===== src/verilog/ipsc_pkg.sv =====
// Shared constants and types for the idle and performance state coordinator.
// Assumes a single core clock domain; all users import the whole package.
`default_nettype none

package ipsc_pkg;

   // ----------------------------------------------------------------------
   // Idle levels, ordered so that a minimum picks the shallowest state.
   // ----------------------------------------------------------------------
   localparam int LVL_W = 3;
   localparam logic [LVL_W-1:0] LVL_C0 = 3'h0;
   localparam logic [LVL_W-1:0] LVL_C1 = 3'h1;
   localparam logic [LVL_W-1:0] LVL_C3 = 3'h2;
   localparam logic [LVL_W-1:0] LVL_C6 = 3'h3;
   localparam logic [LVL_W-1:0] LVL_C7 = 3'h4;
   // Report-only code; it never takes part in the minimum.
   localparam logic [LVL_W-1:0] LVL_EHALT = 3'h5;

   // ----------------------------------------------------------------------
   // Field widths.
   // ----------------------------------------------------------------------
   localparam int SUB_W = 4;
   localparam int RATIO_W = 8;
   localparam int VID_W = 8;
   localparam int IO_AW = 16;
   localparam int RANGE_W = 3;

   // Number of legacy idle-level addresses: deep levels C3, C6, C7.
   localparam logic [IO_AW-1:0] IO_LVL_COUNT = 16'h0003;

   // ----------------------------------------------------------------------
   // Voltage derivation and ramp timing.
   // ----------------------------------------------------------------------
   localparam logic [VID_W-1:0] VID_BASE = 8'h20;
   localparam logic [VID_W-1:0] VID_PER_CORE = 8'h02;
   localparam logic [RATIO_W-1:0] RESET_RATIO = 8'h08;
   localparam logic [VID_W-1:0] RESET_VID = 8'h28;
   localparam int CLK_MHZ = 40;
   localparam int RAMP_STEP_NS = 250;
   // Least time per voltage step, rounded up to whole cycles.
   localparam int RAMP_STEP_CYC = (RAMP_STEP_NS * CLK_MHZ + 999) / 1000;
   localparam int RAMP_CNT_W = 8;

   // ----------------------------------------------------------------------
   // Operating-point transition states.
   // ----------------------------------------------------------------------
   typedef enum logic [2:0]
   {
      PS_IDLE = 3'b001,
      PS_VRAMP = 3'b010,
      PS_LOCK = 3'b100
   } ipsc_ps_e;

endpackage

`default_nettype wire


===== src/verilog/ipsc_top.sv =====
// Idle-state resolution, enhanced-halt reporting, legacy idle read trapping
// and shared operating-point sequencing for NC cores of two threads each.
// Assumes request, wake and software strobes come from logic on clk; only the
// synthesiser lock indication arrives from outside and is synchronised.
`timescale 1ns/1ps
`default_nettype none

// Contract
// [RL1] Resolved idle level of a thread pair is the lowest of its two levels.
// [RL2] With enhanced halt on and all cores C1 or deeper, C1 reports enhanced halt.
// [RL3] Power saving acts on the resolved core level, never on thread requests.
// [RL4] Threads and cores pass through C0 between two different idle states.
// [RL5] Without multithreading, the second thread is ignored; thread zero drives the core.
// [RL6] Software sets target frequency; voltage follows frequency and active core count.
// [RL7] One shared operating point, set by highest request among active cores.
// [RL8] Voltage settles first; synthesiser locks on the frequency afterwards.
// [RL9] Requests taken any time; a new one waits for the running transition.
// [RL10] Voltage ramps one step per timed interval to avoid glitches.
// [RL11] With redirection on, legacy idle reads become monitor-wait idle requests.
// [RL12] A redirected legacy read issues no system I/O read.
// [RL13] Firmware enables redirection before relying on legacy idle reads.
// [RL14] Only reads inside the programmed range trap; others pass as I/O reads.
// [RL15] Redirected idle requests carry sub-state zero.
// [RL16] Redirected idle requests wake on any interrupt, even when masked.
// [RL17] Wake on interrupt, monitored address access, or timed wait deadline.
// [RL18] Thread levels encoded C0, C1, C3, C6, C7 in ascending order.
module ipsc_top
#(
   parameter int NC = 2,
   parameter logic [ipsc_pkg::RATIO_W-1:0] INIT_RATIO = ipsc_pkg::RESET_RATIO,
   parameter logic [ipsc_pkg::VID_W-1:0] INIT_VID = ipsc_pkg::RESET_VID
)
(
   input wire logic clk,
   input wire logic arst_n,
   input wire logic smt_en,
   input wire logic ehalt_en,
   input wire logic [2*NC-1:0] monitor_wait_request,
   input wire logic [2*NC-1:0][ipsc_pkg::LVL_W-1:0] mon_wait_level,
   input wire logic [2*NC-1:0][ipsc_pkg::SUB_W-1:0] mon_wait_substate,
   input wire logic [2*NC-1:0] mon_wait_timed,
   input wire logic [2*NC-1:0] mon_wait_break_masked,
   input wire logic [2*NC-1:0] halt_instruction,
   input wire logic [2*NC-1:0] intr,
   input wire logic [2*NC-1:0] interrupt_enable_flag,
   input wire logic [2*NC-1:0] monitor_hit,
   input wire logic [2*NC-1:0] deadline_expired,
   input wire logic io_redir_en,
   input wire logic [ipsc_pkg::IO_AW-1:0] io_trap_base,
   input wire logic [ipsc_pkg::RANGE_W-1:0] io_trap_range_config,
   input wire logic legacy_idle_level_read,
   input wire logic [$clog2(2*NC)-1:0] io_rd_tid,
   input wire logic [ipsc_pkg::IO_AW-1:0] io_rd_addr,
   input wire logic [NC-1:0] perf_wr,
   input wire logic [NC-1:0][ipsc_pkg::RATIO_W-1:0] perf_wr_ratio,
   input wire logic pll_locked,
   output logic [2*NC-1:0][ipsc_pkg::LVL_W-1:0] thread_level,
   output logic [2*NC-1:0][ipsc_pkg::SUB_W-1:0] thread_substate,
   output logic [NC-1:0][ipsc_pkg::LVL_W-1:0] core_level,
   output logic [NC-1:0][ipsc_pkg::LVL_W-1:0] core_report,
   output logic io_fwd_valid,
   output logic [ipsc_pkg::IO_AW-1:0] io_fwd_addr,
   output logic [ipsc_pkg::VID_W-1:0] vid_out,
   output logic [ipsc_pkg::RATIO_W-1:0] pll_ratio,
   output logic pll_req,
   output logic pstate_busy
);
   import ipsc_pkg::*;

   localparam int NT = 2 * NC;
   localparam int CNT_W = $clog2(NC + 1);

   // ----------------------------------------------------------------------
   // Legacy idle read decode.
   // ----------------------------------------------------------------------
   logic [IO_AW-1:0] io_off;
   logic io_hit;
   logic [LVL_W-1:0] io_lvl;
   logic io_fwd_valid_ff, nxt_io_fwd_valid;
   logic [IO_AW-1:0] io_fwd_addr_ff, nxt_io_fwd_addr;

   // The range field bounds the trapped window so firmware can keep some
   // levels on the bus; the level table itself bounds it too.
   always_comb
   begin
      io_off = io_rd_addr - io_trap_base;
      io_hit = legacy_idle_level_read && io_redir_en && (io_rd_addr >= io_trap_base) // [RL11] [RL13]
               && (io_off < {13'h0000, io_trap_range_config}) && (io_off < IO_LVL_COUNT); // [RL14]
      io_lvl = LVL_C3 + io_off[LVL_W-1:0];
      nxt_io_fwd_valid = legacy_idle_level_read && !io_hit; // [RL12] [RL14]
      nxt_io_fwd_addr = legacy_idle_level_read ? io_rd_addr : io_fwd_addr_ff;
   end

   // Registers the forwarded read so the system side sees clean data.
   always_ff @(posedge clk or negedge arst_n)
   begin
      if (!arst_n)
      begin
         io_fwd_valid_ff <= 1'b0;
         io_fwd_addr_ff <= 16'h0000;
      end
      else
      begin
         io_fwd_valid_ff <= nxt_io_fwd_valid;
         io_fwd_addr_ff <= nxt_io_fwd_addr;
      end
   end

   // ----------------------------------------------------------------------
   // Thread idle levels.
   // ----------------------------------------------------------------------
   logic [NT-1:0][LVL_W-1:0] thr_lvl_ff, nxt_thr_lvl;
   logic [NT-1:0][SUB_W-1:0] thr_sub_ff, nxt_thr_sub;
   logic [NT-1:0] thr_brk_ff, nxt_thr_brk;
   logic [NT-1:0] thr_mon_ff, nxt_thr_mon;
   logic [NT-1:0] thr_tmd_ff, nxt_thr_tmd;

   // A thread only accepts a new idle request while in C0, so leaving one
   // idle level always goes through the active state first.
   always_comb
   begin
      nxt_thr_lvl = thr_lvl_ff;
      nxt_thr_sub = thr_sub_ff;
      nxt_thr_brk = thr_brk_ff;
      nxt_thr_mon = thr_mon_ff;
      nxt_thr_tmd = thr_tmd_ff;
      for (int t = 0; t < NT; t++)
      begin
         if ((t % 2 == 1) && !smt_en)
         begin
            nxt_thr_lvl[t] = LVL_C0; // [RL5]
            nxt_thr_sub[t] = 4'h0;
            nxt_thr_brk[t] = 1'b0;
            nxt_thr_mon[t] = 1'b0;
            nxt_thr_tmd[t] = 1'b0;
         end
         else if (thr_lvl_ff[t] != LVL_C0)
         begin
            if ((intr[t] && (interrupt_enable_flag[t] || thr_brk_ff[t])) // [RL16] [RL17]
                || (monitor_hit[t] && thr_mon_ff[t]) || (deadline_expired[t] && thr_tmd_ff[t]))
            begin
               nxt_thr_lvl[t] = LVL_C0; // [RL4] [RL17]
               nxt_thr_sub[t] = 4'h0;
               nxt_thr_brk[t] = 1'b0;
               nxt_thr_mon[t] = 1'b0;
               nxt_thr_tmd[t] = 1'b0;
            end
         end
         else if (io_hit && (io_rd_tid == t[$clog2(NT)-1:0]))
         begin
            nxt_thr_lvl[t] = io_lvl; // [RL11]
            nxt_thr_sub[t] = 4'h0; // [RL15]
            nxt_thr_brk[t] = 1'b1; // [RL16]
            nxt_thr_mon[t] = 1'b0;
            nxt_thr_tmd[t] = 1'b0;
         end
         else if (monitor_wait_request[t] && (mon_wait_level[t] != LVL_C0) && (mon_wait_level[t] <= LVL_C7))
         begin
            nxt_thr_lvl[t] = mon_wait_level[t]; // [RL18]
            nxt_thr_sub[t] = mon_wait_substate[t];
            nxt_thr_brk[t] = mon_wait_break_masked[t];
            nxt_thr_mon[t] = 1'b1;
            nxt_thr_tmd[t] = mon_wait_timed[t];
         end
         else if (halt_instruction[t])
         begin
            nxt_thr_lvl[t] = LVL_C1;
            nxt_thr_sub[t] = 4'h0;
            nxt_thr_brk[t] = 1'b0;
            nxt_thr_mon[t] = 1'b0;
            nxt_thr_tmd[t] = 1'b0;
         end
      end
   end

   // Thread state registers.
   always_ff @(posedge clk or negedge arst_n)
   begin
      if (!arst_n)
      begin
         thr_lvl_ff <= '0;
         thr_sub_ff <= '0;
         thr_brk_ff <= '0;
         thr_mon_ff <= '0;
         thr_tmd_ff <= '0;
      end
      else
      begin
         thr_lvl_ff <= nxt_thr_lvl;
         thr_sub_ff <= nxt_thr_sub;
         thr_brk_ff <= nxt_thr_brk;
         thr_mon_ff <= nxt_thr_mon;
         thr_tmd_ff <= nxt_thr_tmd;
      end
   end

   // ----------------------------------------------------------------------
   // Idle-level resolution and reporting.
   // ----------------------------------------------------------------------
   logic [NC-1:0][LVL_W-1:0] core_ff, nxt_core;
   logic [NC-1:0][LVL_W-1:0] rpt_ff, nxt_rpt;
   logic [LVL_W-1:0] res;
   logic all_idle;

   // A core that would jump straight between two idle levels is held in C0
   // for one cycle; the cost is a cycle of latency on re-resolution.
   always_comb
   begin
      res = LVL_C0;
      all_idle = 1'b1;
      for (int c = 0; c < NC; c++)
      begin
         res = thr_lvl_ff[2*c];
         if (smt_en && (thr_lvl_ff[2*c+1] < res))
         begin
            res = thr_lvl_ff[2*c+1]; // [RL1] [RL5]
         end
         nxt_core[c] = res; // [RL3]
         if ((core_ff[c] != LVL_C0) && (res != LVL_C0) && (res != core_ff[c]))
         begin
            nxt_core[c] = LVL_C0; // [RL4]
         end
         if (nxt_core[c] == LVL_C0)
         begin
            all_idle = 1'b0;
         end
      end
      for (int c = 0; c < NC; c++)
      begin
         nxt_rpt[c] = (ehalt_en && all_idle && (nxt_core[c] == LVL_C1)) ? LVL_EHALT : nxt_core[c]; // [RL2]
      end
   end

   // Resolved-level registers.
   always_ff @(posedge clk or negedge arst_n)
   begin
      if (!arst_n)
      begin
         core_ff <= '0;
         rpt_ff <= '0;
      end
      else
      begin
         core_ff <= nxt_core;
         rpt_ff <= nxt_rpt;
      end
   end

   // ----------------------------------------------------------------------
   // Shared operating point.
   // ----------------------------------------------------------------------
   logic [NC-1:0][RATIO_W-1:0] req_ff, nxt_req;
   logic [RATIO_W-1:0] tgt_ratio;
   logic [CNT_W-1:0] act_cnt;
   logic [VID_W-1:0] tgt_vid;
   ipsc_ps_e ps_ff, nxt_ps;
   logic [VID_W-1:0] vid_ff, nxt_vid, pend_vid_ff, nxt_pend_vid;
   logic [RATIO_W-1:0] ratio_ff, nxt_ratio, pend_ratio_ff, nxt_pend_ratio;
   logic pll_req_ff, nxt_pll_req;
   logic [RAMP_CNT_W-1:0] ramp_cnt_ff, nxt_ramp_cnt;
   logic ramp_tick;
   logic lock_m_ff, lock_s_ff, lock_q_ff;

   // Requests are stored whenever written, so a busy sequencer simply picks
   // up the latest value once it returns to idle.
   always_comb
   begin
      nxt_req = req_ff;
      tgt_ratio = 8'h00;
      act_cnt = '0;
      for (int c = 0; c < NC; c++)
      begin
         if (perf_wr[c])
         begin
            nxt_req[c] = perf_wr_ratio[c]; // [RL6] [RL9]
         end
         if (core_ff[c] <= LVL_C1)
         begin
            act_cnt = act_cnt + 1'b1;
            if (req_ff[c] > tgt_ratio)
            begin
               tgt_ratio = req_ff[c]; // [RL7]
            end
         end
      end
      if (act_cnt == '0)
      begin
         tgt_ratio = ratio_ff;
      end
      tgt_vid = VID_BASE + {1'b0, tgt_ratio[RATIO_W-1:1]} + VID_W'(act_cnt * VID_PER_CORE); // [RL6]
      ramp_tick = (ramp_cnt_ff == RAMP_CNT_W'(RAMP_STEP_CYC - 1));
      nxt_ramp_cnt = (ramp_tick || (ps_ff != PS_VRAMP)) ? 8'h00 : ramp_cnt_ff + 8'h01;
      nxt_ps = ps_ff;
      nxt_vid = vid_ff;
      nxt_ratio = ratio_ff;
      nxt_pend_vid = pend_vid_ff;
      nxt_pend_ratio = pend_ratio_ff;
      nxt_pll_req = 1'b0;
      unique case (ps_ff)
         PS_IDLE:
         begin
            if ((tgt_ratio != ratio_ff) || (tgt_vid != vid_ff))
            begin
               nxt_pend_ratio = tgt_ratio; // [RL9]
               nxt_pend_vid = tgt_vid;
               nxt_ps = PS_VRAMP;
            end
         end
         PS_VRAMP:
         begin
            if (vid_ff == pend_vid_ff)
            begin
               nxt_ratio = pend_ratio_ff; // [RL8]
               nxt_pll_req = 1'b1;
               nxt_ps = PS_LOCK;
            end
            else if (ramp_tick)
            begin
               nxt_vid = (vid_ff < pend_vid_ff) ? vid_ff + 8'h01 : vid_ff - 8'h01; // [RL10]
            end
         end
         PS_LOCK:
         begin
            if (lock_s_ff && !lock_q_ff)
            begin
               nxt_ps = PS_IDLE; // [RL9]
            end
         end
         default:
         begin
            nxt_ps = PS_IDLE;
         end
      endcase
   end

   // Operating-point registers; the lock input crosses in by two flops.
   always_ff @(posedge clk or negedge arst_n)
   begin
      if (!arst_n)
      begin
         req_ff <= {NC{INIT_RATIO}};
         ps_ff <= PS_IDLE;
         vid_ff <= INIT_VID;
         ratio_ff <= INIT_RATIO;
         pend_vid_ff <= INIT_VID;
         pend_ratio_ff <= INIT_RATIO;
         pll_req_ff <= 1'b0;
         ramp_cnt_ff <= 8'h00;
         lock_m_ff <= 1'b0;
         lock_s_ff <= 1'b0;
         lock_q_ff <= 1'b0;
      end
      else
      begin
         req_ff <= nxt_req;
         ps_ff <= nxt_ps;
         vid_ff <= nxt_vid;
         ratio_ff <= nxt_ratio;
         pend_vid_ff <= nxt_pend_vid;
         pend_ratio_ff <= nxt_pend_ratio;
         pll_req_ff <= nxt_pll_req;
         ramp_cnt_ff <= nxt_ramp_cnt;
         lock_m_ff <= pll_locked;
         lock_s_ff <= lock_m_ff;
         lock_q_ff <= lock_s_ff;
      end
   end

   assign thread_level = thr_lvl_ff;
   assign thread_substate = thr_sub_ff;
   assign core_level = core_ff;
   assign core_report = rpt_ff;
   assign io_fwd_valid = io_fwd_valid_ff;
   assign io_fwd_addr = io_fwd_addr_ff;
   assign vid_out = vid_ff;
   assign pll_ratio = ratio_ff;
   assign pll_req = pll_req_ff;
   assign pstate_busy = (ps_ff != PS_IDLE);

endmodule // ipsc_top

`default_nettype wire


===== config.mk =====
export PLATFORM = sky130hd
export DESIGN_NAME = ipsc_top
export DESIGN_NICKNAME = d
export VERILOG_FILES = /design/src/verilog/ipsc_pkg.sv /design/src/verilog/ipsc_top.sv
export SDC_FILE = /design/constraint.sdc
export NUM_CORES = 1
export LEC_CHECK = 0
export BUFFER_PORTS_ARGS = -buffer_cell sky130_fd_sc_hd__buf_2
export CAP_MARGIN = 30
export CORE_UTILIZATION = 55
export DETAILED_ROUTE_END_ITERATION = 8
export PLACE_DENSITY = 0.82
export SLEW_MARGIN = 30
export SYNTH_ARGS = -nofsm -noshare
export SYNTH_HDL_FRONTEND = slang
export SYNTH_SLANG_ARGS = --single-unit

===== constraint.sdc =====
create_clock -name clk -period 5.5 [get_ports clk]
set_input_delay 1.1 -clock clk [delete_from_list [all_inputs] [get_ports clk]]
set_output_delay 1.1 -clock clk [all_outputs]
set_load 0.05 [all_outputs]

==> metrics.txt <==
# TYPE chip_impl_metric gauge
chip_impl_metric{name="gr-usage-all-layers",unit="%"} 28.9
chip_impl_info{name="critical_path.top_delay_family",value="compound AO/OA/AOI/OAI gates"} 1
chip_impl_metric{name="placement.io_buffers",unit=""} 196
chip_impl_metric{name="static-leakage-power",unit="uW"} 0.00520
chip_impl_metric{name="place.gp.congestion",unit=""} 0.880
chip_impl_metric{name="firstDrtPassIters",unit=""} 9
chip_impl_info{name="timing.critical_path.slowest_stage_cell",value="dfrtp_1"} 1
chip_impl_metric{name="layout-drive-gt1-share",unit="%"} 29.1
chip_impl_metric{name="clockBufferDepth",unit=""} 2
chip_impl_metric{name="dieArea",unit="um2"} 15800
chip_impl_metric{name="yosys_register_bits",unit=""} 127
chip_impl_info{name="synth_flop_cell",value="dfrtp_1"} 1
chip_impl_metric{name="insertion_delay",unit="ns"} 0.43
chip_impl_metric{name="fp.dieH",unit="um"} 126
chip_impl_info{name="hold_path_class",value="reg2reg"} 1
chip_impl_metric{name="route.detailed.vias_per_inst",unit=""} 5.86
chip_impl_metric{name="grt_pass1_vias",unit=""} 7448
chip_impl_metric{name="synthToLayoutAreaGrowth",unit="%"} 21.3
chip_impl_metric{name="synth_largest_type_area_fraction",unit="%"} 35.2
chip_impl_info{name="synth_top_family_by_area",value="compound AO/OA/AOI/OAI gates"} 1
chip_impl_metric{name="antenna_violations_before_repair",unit=""} 1
chip_impl_metric{name="timing.critical_path.buf_inv",unit=""} 2
chip_impl_metric{name="final_min_period_over_clock_period",unit="%"} 94.2
chip_impl_metric{name="yosysSeqAreaShare",unit="%"} 38.0
chip_impl_metric{name="synth.distinct_cells",unit=""} 74
chip_impl_metric{name="total_count_of_hold_check_failures_in_the_final_report",unit=""} 0
chip_impl_metric{name="routed_wirelength",unit="mm"} 21.8
chip_impl_metric{name="max-vdd-ir-drop",unit="mV"} 0.281
chip_impl_metric{name="drtAntennaViolNets",unit=""} 0
chip_impl_metric{name="avg_inst_size_synth",unit="um2"} 9.40
chip_impl_metric{name="arrival",unit="ns"} 5.52
chip_impl_metric{name="powerDensity",unit="nW/um2"} 464
chip_impl_metric{name="number_of_drc_violations_after_detailed_routing_iteration_0",unit=""} 719
chip_impl_metric{name="grt_start_max_net_pins",unit=""} 54
chip_impl_info{name="crit_path_start_kind",value="flop"} 1
chip_impl_metric{name="htree_levels",unit=""} 4
chip_impl_metric{name="cts.sinks",unit=""} 127
chip_impl_metric{name="clkTransAtPathRegs",unit="ns"} 0.06
chip_impl_metric{name="post_cts.resized_instances",unit=""} 0
chip_impl_metric{name="cts_setup_buffers",unit=""} 0
chip_impl_metric{name="finalSetupTns",unit="ns"} 0
chip_impl_metric{name="ioPinCount",unit=""} 197
chip_impl_metric{name="synth.cell_area",unit="um2"} 8390
chip_impl_info{name="cell_chain_of_the_critical_path",value="nor2_1 -> buf_4 -> nand2_1 -> ha_1 -> a21o_1 -> nand3_1 -> a31oi_2 -> and2_2 -> nor2_1 -> a21oi_1 -> o21ai_0 -> ha_1 -> fa_1 -> xnor2_1 -> and2_1 -> o22ai_1 -> a211oi_1 -> o2111ai_1 -> nor4_4 -> a21oi_4 -> buf_4 -> a311oi_2"} 1
chip_impl_info{name="most-common-layout-cells",value="195 x buf_2, 118 x dfrtp_1, 113 x nand2_1"} 1
chip_impl_metric{name="cts-buffers-inserted",unit=""} 17
chip_impl_metric{name="postSynthCellCount",unit=""} 893
chip_impl_metric{name="drv_slew",unit=""} 0
chip_impl_info{name="ys_top_cells_by_area",value="dfrtp_1 35%, ha_1 7.5%, mux2_2 6.0%"} 1
chip_impl_metric{name="floorplan.core_area",unit="um2"} 14700
chip_impl_metric{name="timing.clock.skew",unit="ns"} 0.00967
chip_impl_metric{name="gr-total-overflow",unit=""} 0
chip_impl_metric{name="initial_utilization",unit="%"} 57.1
chip_impl_metric{name="placement.setup.worst_slack",unit="ns"} 0.415
chip_impl_metric{name="worstPathRequired",unit="ns"} 5.83
chip_impl_info{name="setup_repair_after_global_routing_missed_its_margin",value="false"} 1
chip_impl_info{name="tritoncts",value="yes"} 1
chip_impl_info{name="end_kind",value="flop"} 1
chip_impl_metric{name="cts_hold_buffers",unit=""} 0
chip_impl_metric{name="post-route-min-period",unit="ns"} 5.18
chip_impl_metric{name="timing.final.ws_setup",unit="ns"} 0.317
chip_impl_metric{name="drt-wirelength-per-cell",unit="um"} 16.8
chip_impl_metric{name="place_hpwl",unit="mm"} 16.4
chip_impl_metric{name="post_synth_fa_ha_maj_area_fraction",unit="%"} 8.17
chip_impl_info{name="outcome",value="complete, but fails checks"} 1
chip_impl_metric{name="nFillCells",unit=""} 1180
chip_impl_metric{name="timing.critical_path.fanout_max",unit=""} 14
chip_impl_info{name="failed_checks",value="design-rule violations"} 1
chip_impl_metric{name="ys.warnings.count",unit=""} 0
chip_impl_metric{name="max_freq",unit="MHz"} 193
chip_impl_metric{name="synth.net_count",unit=""} 1068
chip_impl_metric{name="grt_pass1_wl",unit="mm"} 36.2
chip_impl_info{name="mostFrequentLayoutCell",value="buf_2"} 1
chip_impl_metric{name="post_synth_and_or_nand_nor_area_fraction",unit="%"} 18.2
chip_impl_metric{name="final_setup_violation_count",unit=""} 0
chip_impl_metric{name="die_w",unit="um"} 126
chip_impl_metric{name="drv_cap",unit=""} 0
chip_impl_metric{name="postSynth.asyncResetShare",unit="%"} 100
chip_impl_info{name="worstSetupPathType",value="reg2reg"} 1
chip_impl_info{name="root_buffer",value="clkbuf_16"} 1
chip_impl_metric{name="timing.max_slew.rel_slack",unit="%"} 41.4
chip_impl_metric{name="cpPeakStageDelay",unit="ns"} 0.44
chip_impl_metric{name="detail_route.drc_violations",unit=""} 10
chip_impl_metric{name="nNetsFinal",unit=""} 1275
chip_impl_metric{name="synth.area.mux_share",unit="%"} 8.54
chip_impl_metric{name="synth_enable_flop_cells",unit=""} 0
chip_impl_metric{name="routed-via-count",unit=""} 7594
chip_impl_metric{name="synth_compound_area_share",unit="%"} 18.5
chip_impl_metric{name="synth-xor-area-share",unit="%"} 4.55
chip_impl_info{name="synth_top_cell_by_area",value="dfrtp_1"} 1
chip_impl_metric{name="worstMarginPinSlew",unit="ns"} 0.874
chip_impl_metric{name="rows",unit=""} 44
==> worst reg2reg max path: stages (launching register included) <==
cell       delay, ns
dfrtp_1         0.44
nor2_1          0.13
buf_4           0.21
nand2_1         0.14
ha_1            0.32
a21o_1          0.11
nand3_1         0.13
a31oi_2         0.19
and2_2          0.25
nor2_1          0.07
a21oi_1         0.12
o21ai_0         0.14
ha_1            0.27
fa_1            0.41
xnor2_1         0.38
and2_1          0.24
o22ai_1         0.09
a211oi_1        0.23
o2111ai_1       0.19
nor4_4          0.40
a21oi_4         0.22
buf_4           0.20
a311oi_2        0.23
==> metrics by stage <==
stage	cells	util (%)	power [uW]	hold slack (ns)	cell area [um2]
5_1_grt	1297	69.3	5000	0.387	10200
3_3_place_gp	1261	65.1	3520	0.359	9570
4_1_cts	1292	69.0	4690	0.371	10100
3_5_place_dp	1261	65.2	3570	0.362	9580
6_report	1297	69.3	4730	0.370	10200
2_1_floorplan	893	-	3020	0.331	8390
==> layout make-up <==
cell class                      count  area [um2]  area share [%]
Clock buffer                       25         485            4.77
Antenna cell                        1        2.50          0.0246
Multi-Input combinational cell    684        4870            47.9
Sequential cell                   127        3190            31.3
Clock inverter                      6        82.6           0.811
Timing Repair Buffer              211        1100            10.8
Inverter                           59         221            2.18
Tap cell                          184         230            2.26
==> state kept, by name, summed over array words and instances (netlist names), 7 cells and up <==
| signal | count |
|---|---|
| vid_out | 8 |
| pend_ratio_ff | 7 |
| io_fwd_addr | 16 |
| thread_substate | 16 |
| ramp_cnt_ff | 8 |
| pend_vid_ff | 8 |
| req_ff | 16 |
| thread_level | 12 |
| pll_ratio | 8 |
==> worst paths after layout <==
kind / start / to / depth (start not counted) / slack [ns]
hold / removal: lock_m_ff / lock_s_ff / 0 / 0.37
hold reg to reg: lock_m_ff / lock_s_ff / 0 / 0.37
setup reg to reg: core_report[1] / ps_ff[0] / 22 / 0.32
min in group asynchronous: arst_n / io_fwd_addr[12] / 1 / 0.65
max in group asynchronous: arst_n / io_fwd_addr[2] / 2 / 3.76
setup / recovery: core_report[1] / ps_ff[0] / 22 / 0.32
==> cell families after synthesis <==
logic type,count (synthesis)
simple gates,294
flops,127
fa+ha+maj,53
xor+xnor,42
mux,64
buf+inv,82
compound gates,231
==> layer usage <==
| metal | track usage [%] | vias up | share of wire (%) |
|---|---|---|---|
| met5 | 0 | - | 0 |
| met4 | 11.0 | 0 | 2.7 |
| met1 | 37.0 | 3626 | 43 |
| met2 | 47.8 | 300 | 48 |
| met3 | 6.16 | 47 | 6.3 |
| li1 | - | 3621 | - |
==> synth_stat cells, drive strengths merged (13+ instances only) <==
| cell type | instances |
|---|---|
| a21oi | 76 |
| xnor2 | 23 |
| ha | 50 |
| nand2 | 113 |
| xor2 | 18 |
| nor3 | 19 |
| nor2 | 55 |
| nand3 | 21 |
| nand2b | 21 |
| inv | 59 |
| a21o | 33 |
| clkbuf | 13 |
| mux2 | 49 |
| mux2i | 15 |
| dfrtp | 118 |
| o21ai | 40 |
==> power breakdown <==
part           leakage (uW)  total (uW)  internal (uW)  switching [uW]
Clock              0.000277        1090            697             397
Combinational       0.00331        2270            850            1420
Sequential          0.00161        1360           1150             204
Power figures use the tool's default switching activity.
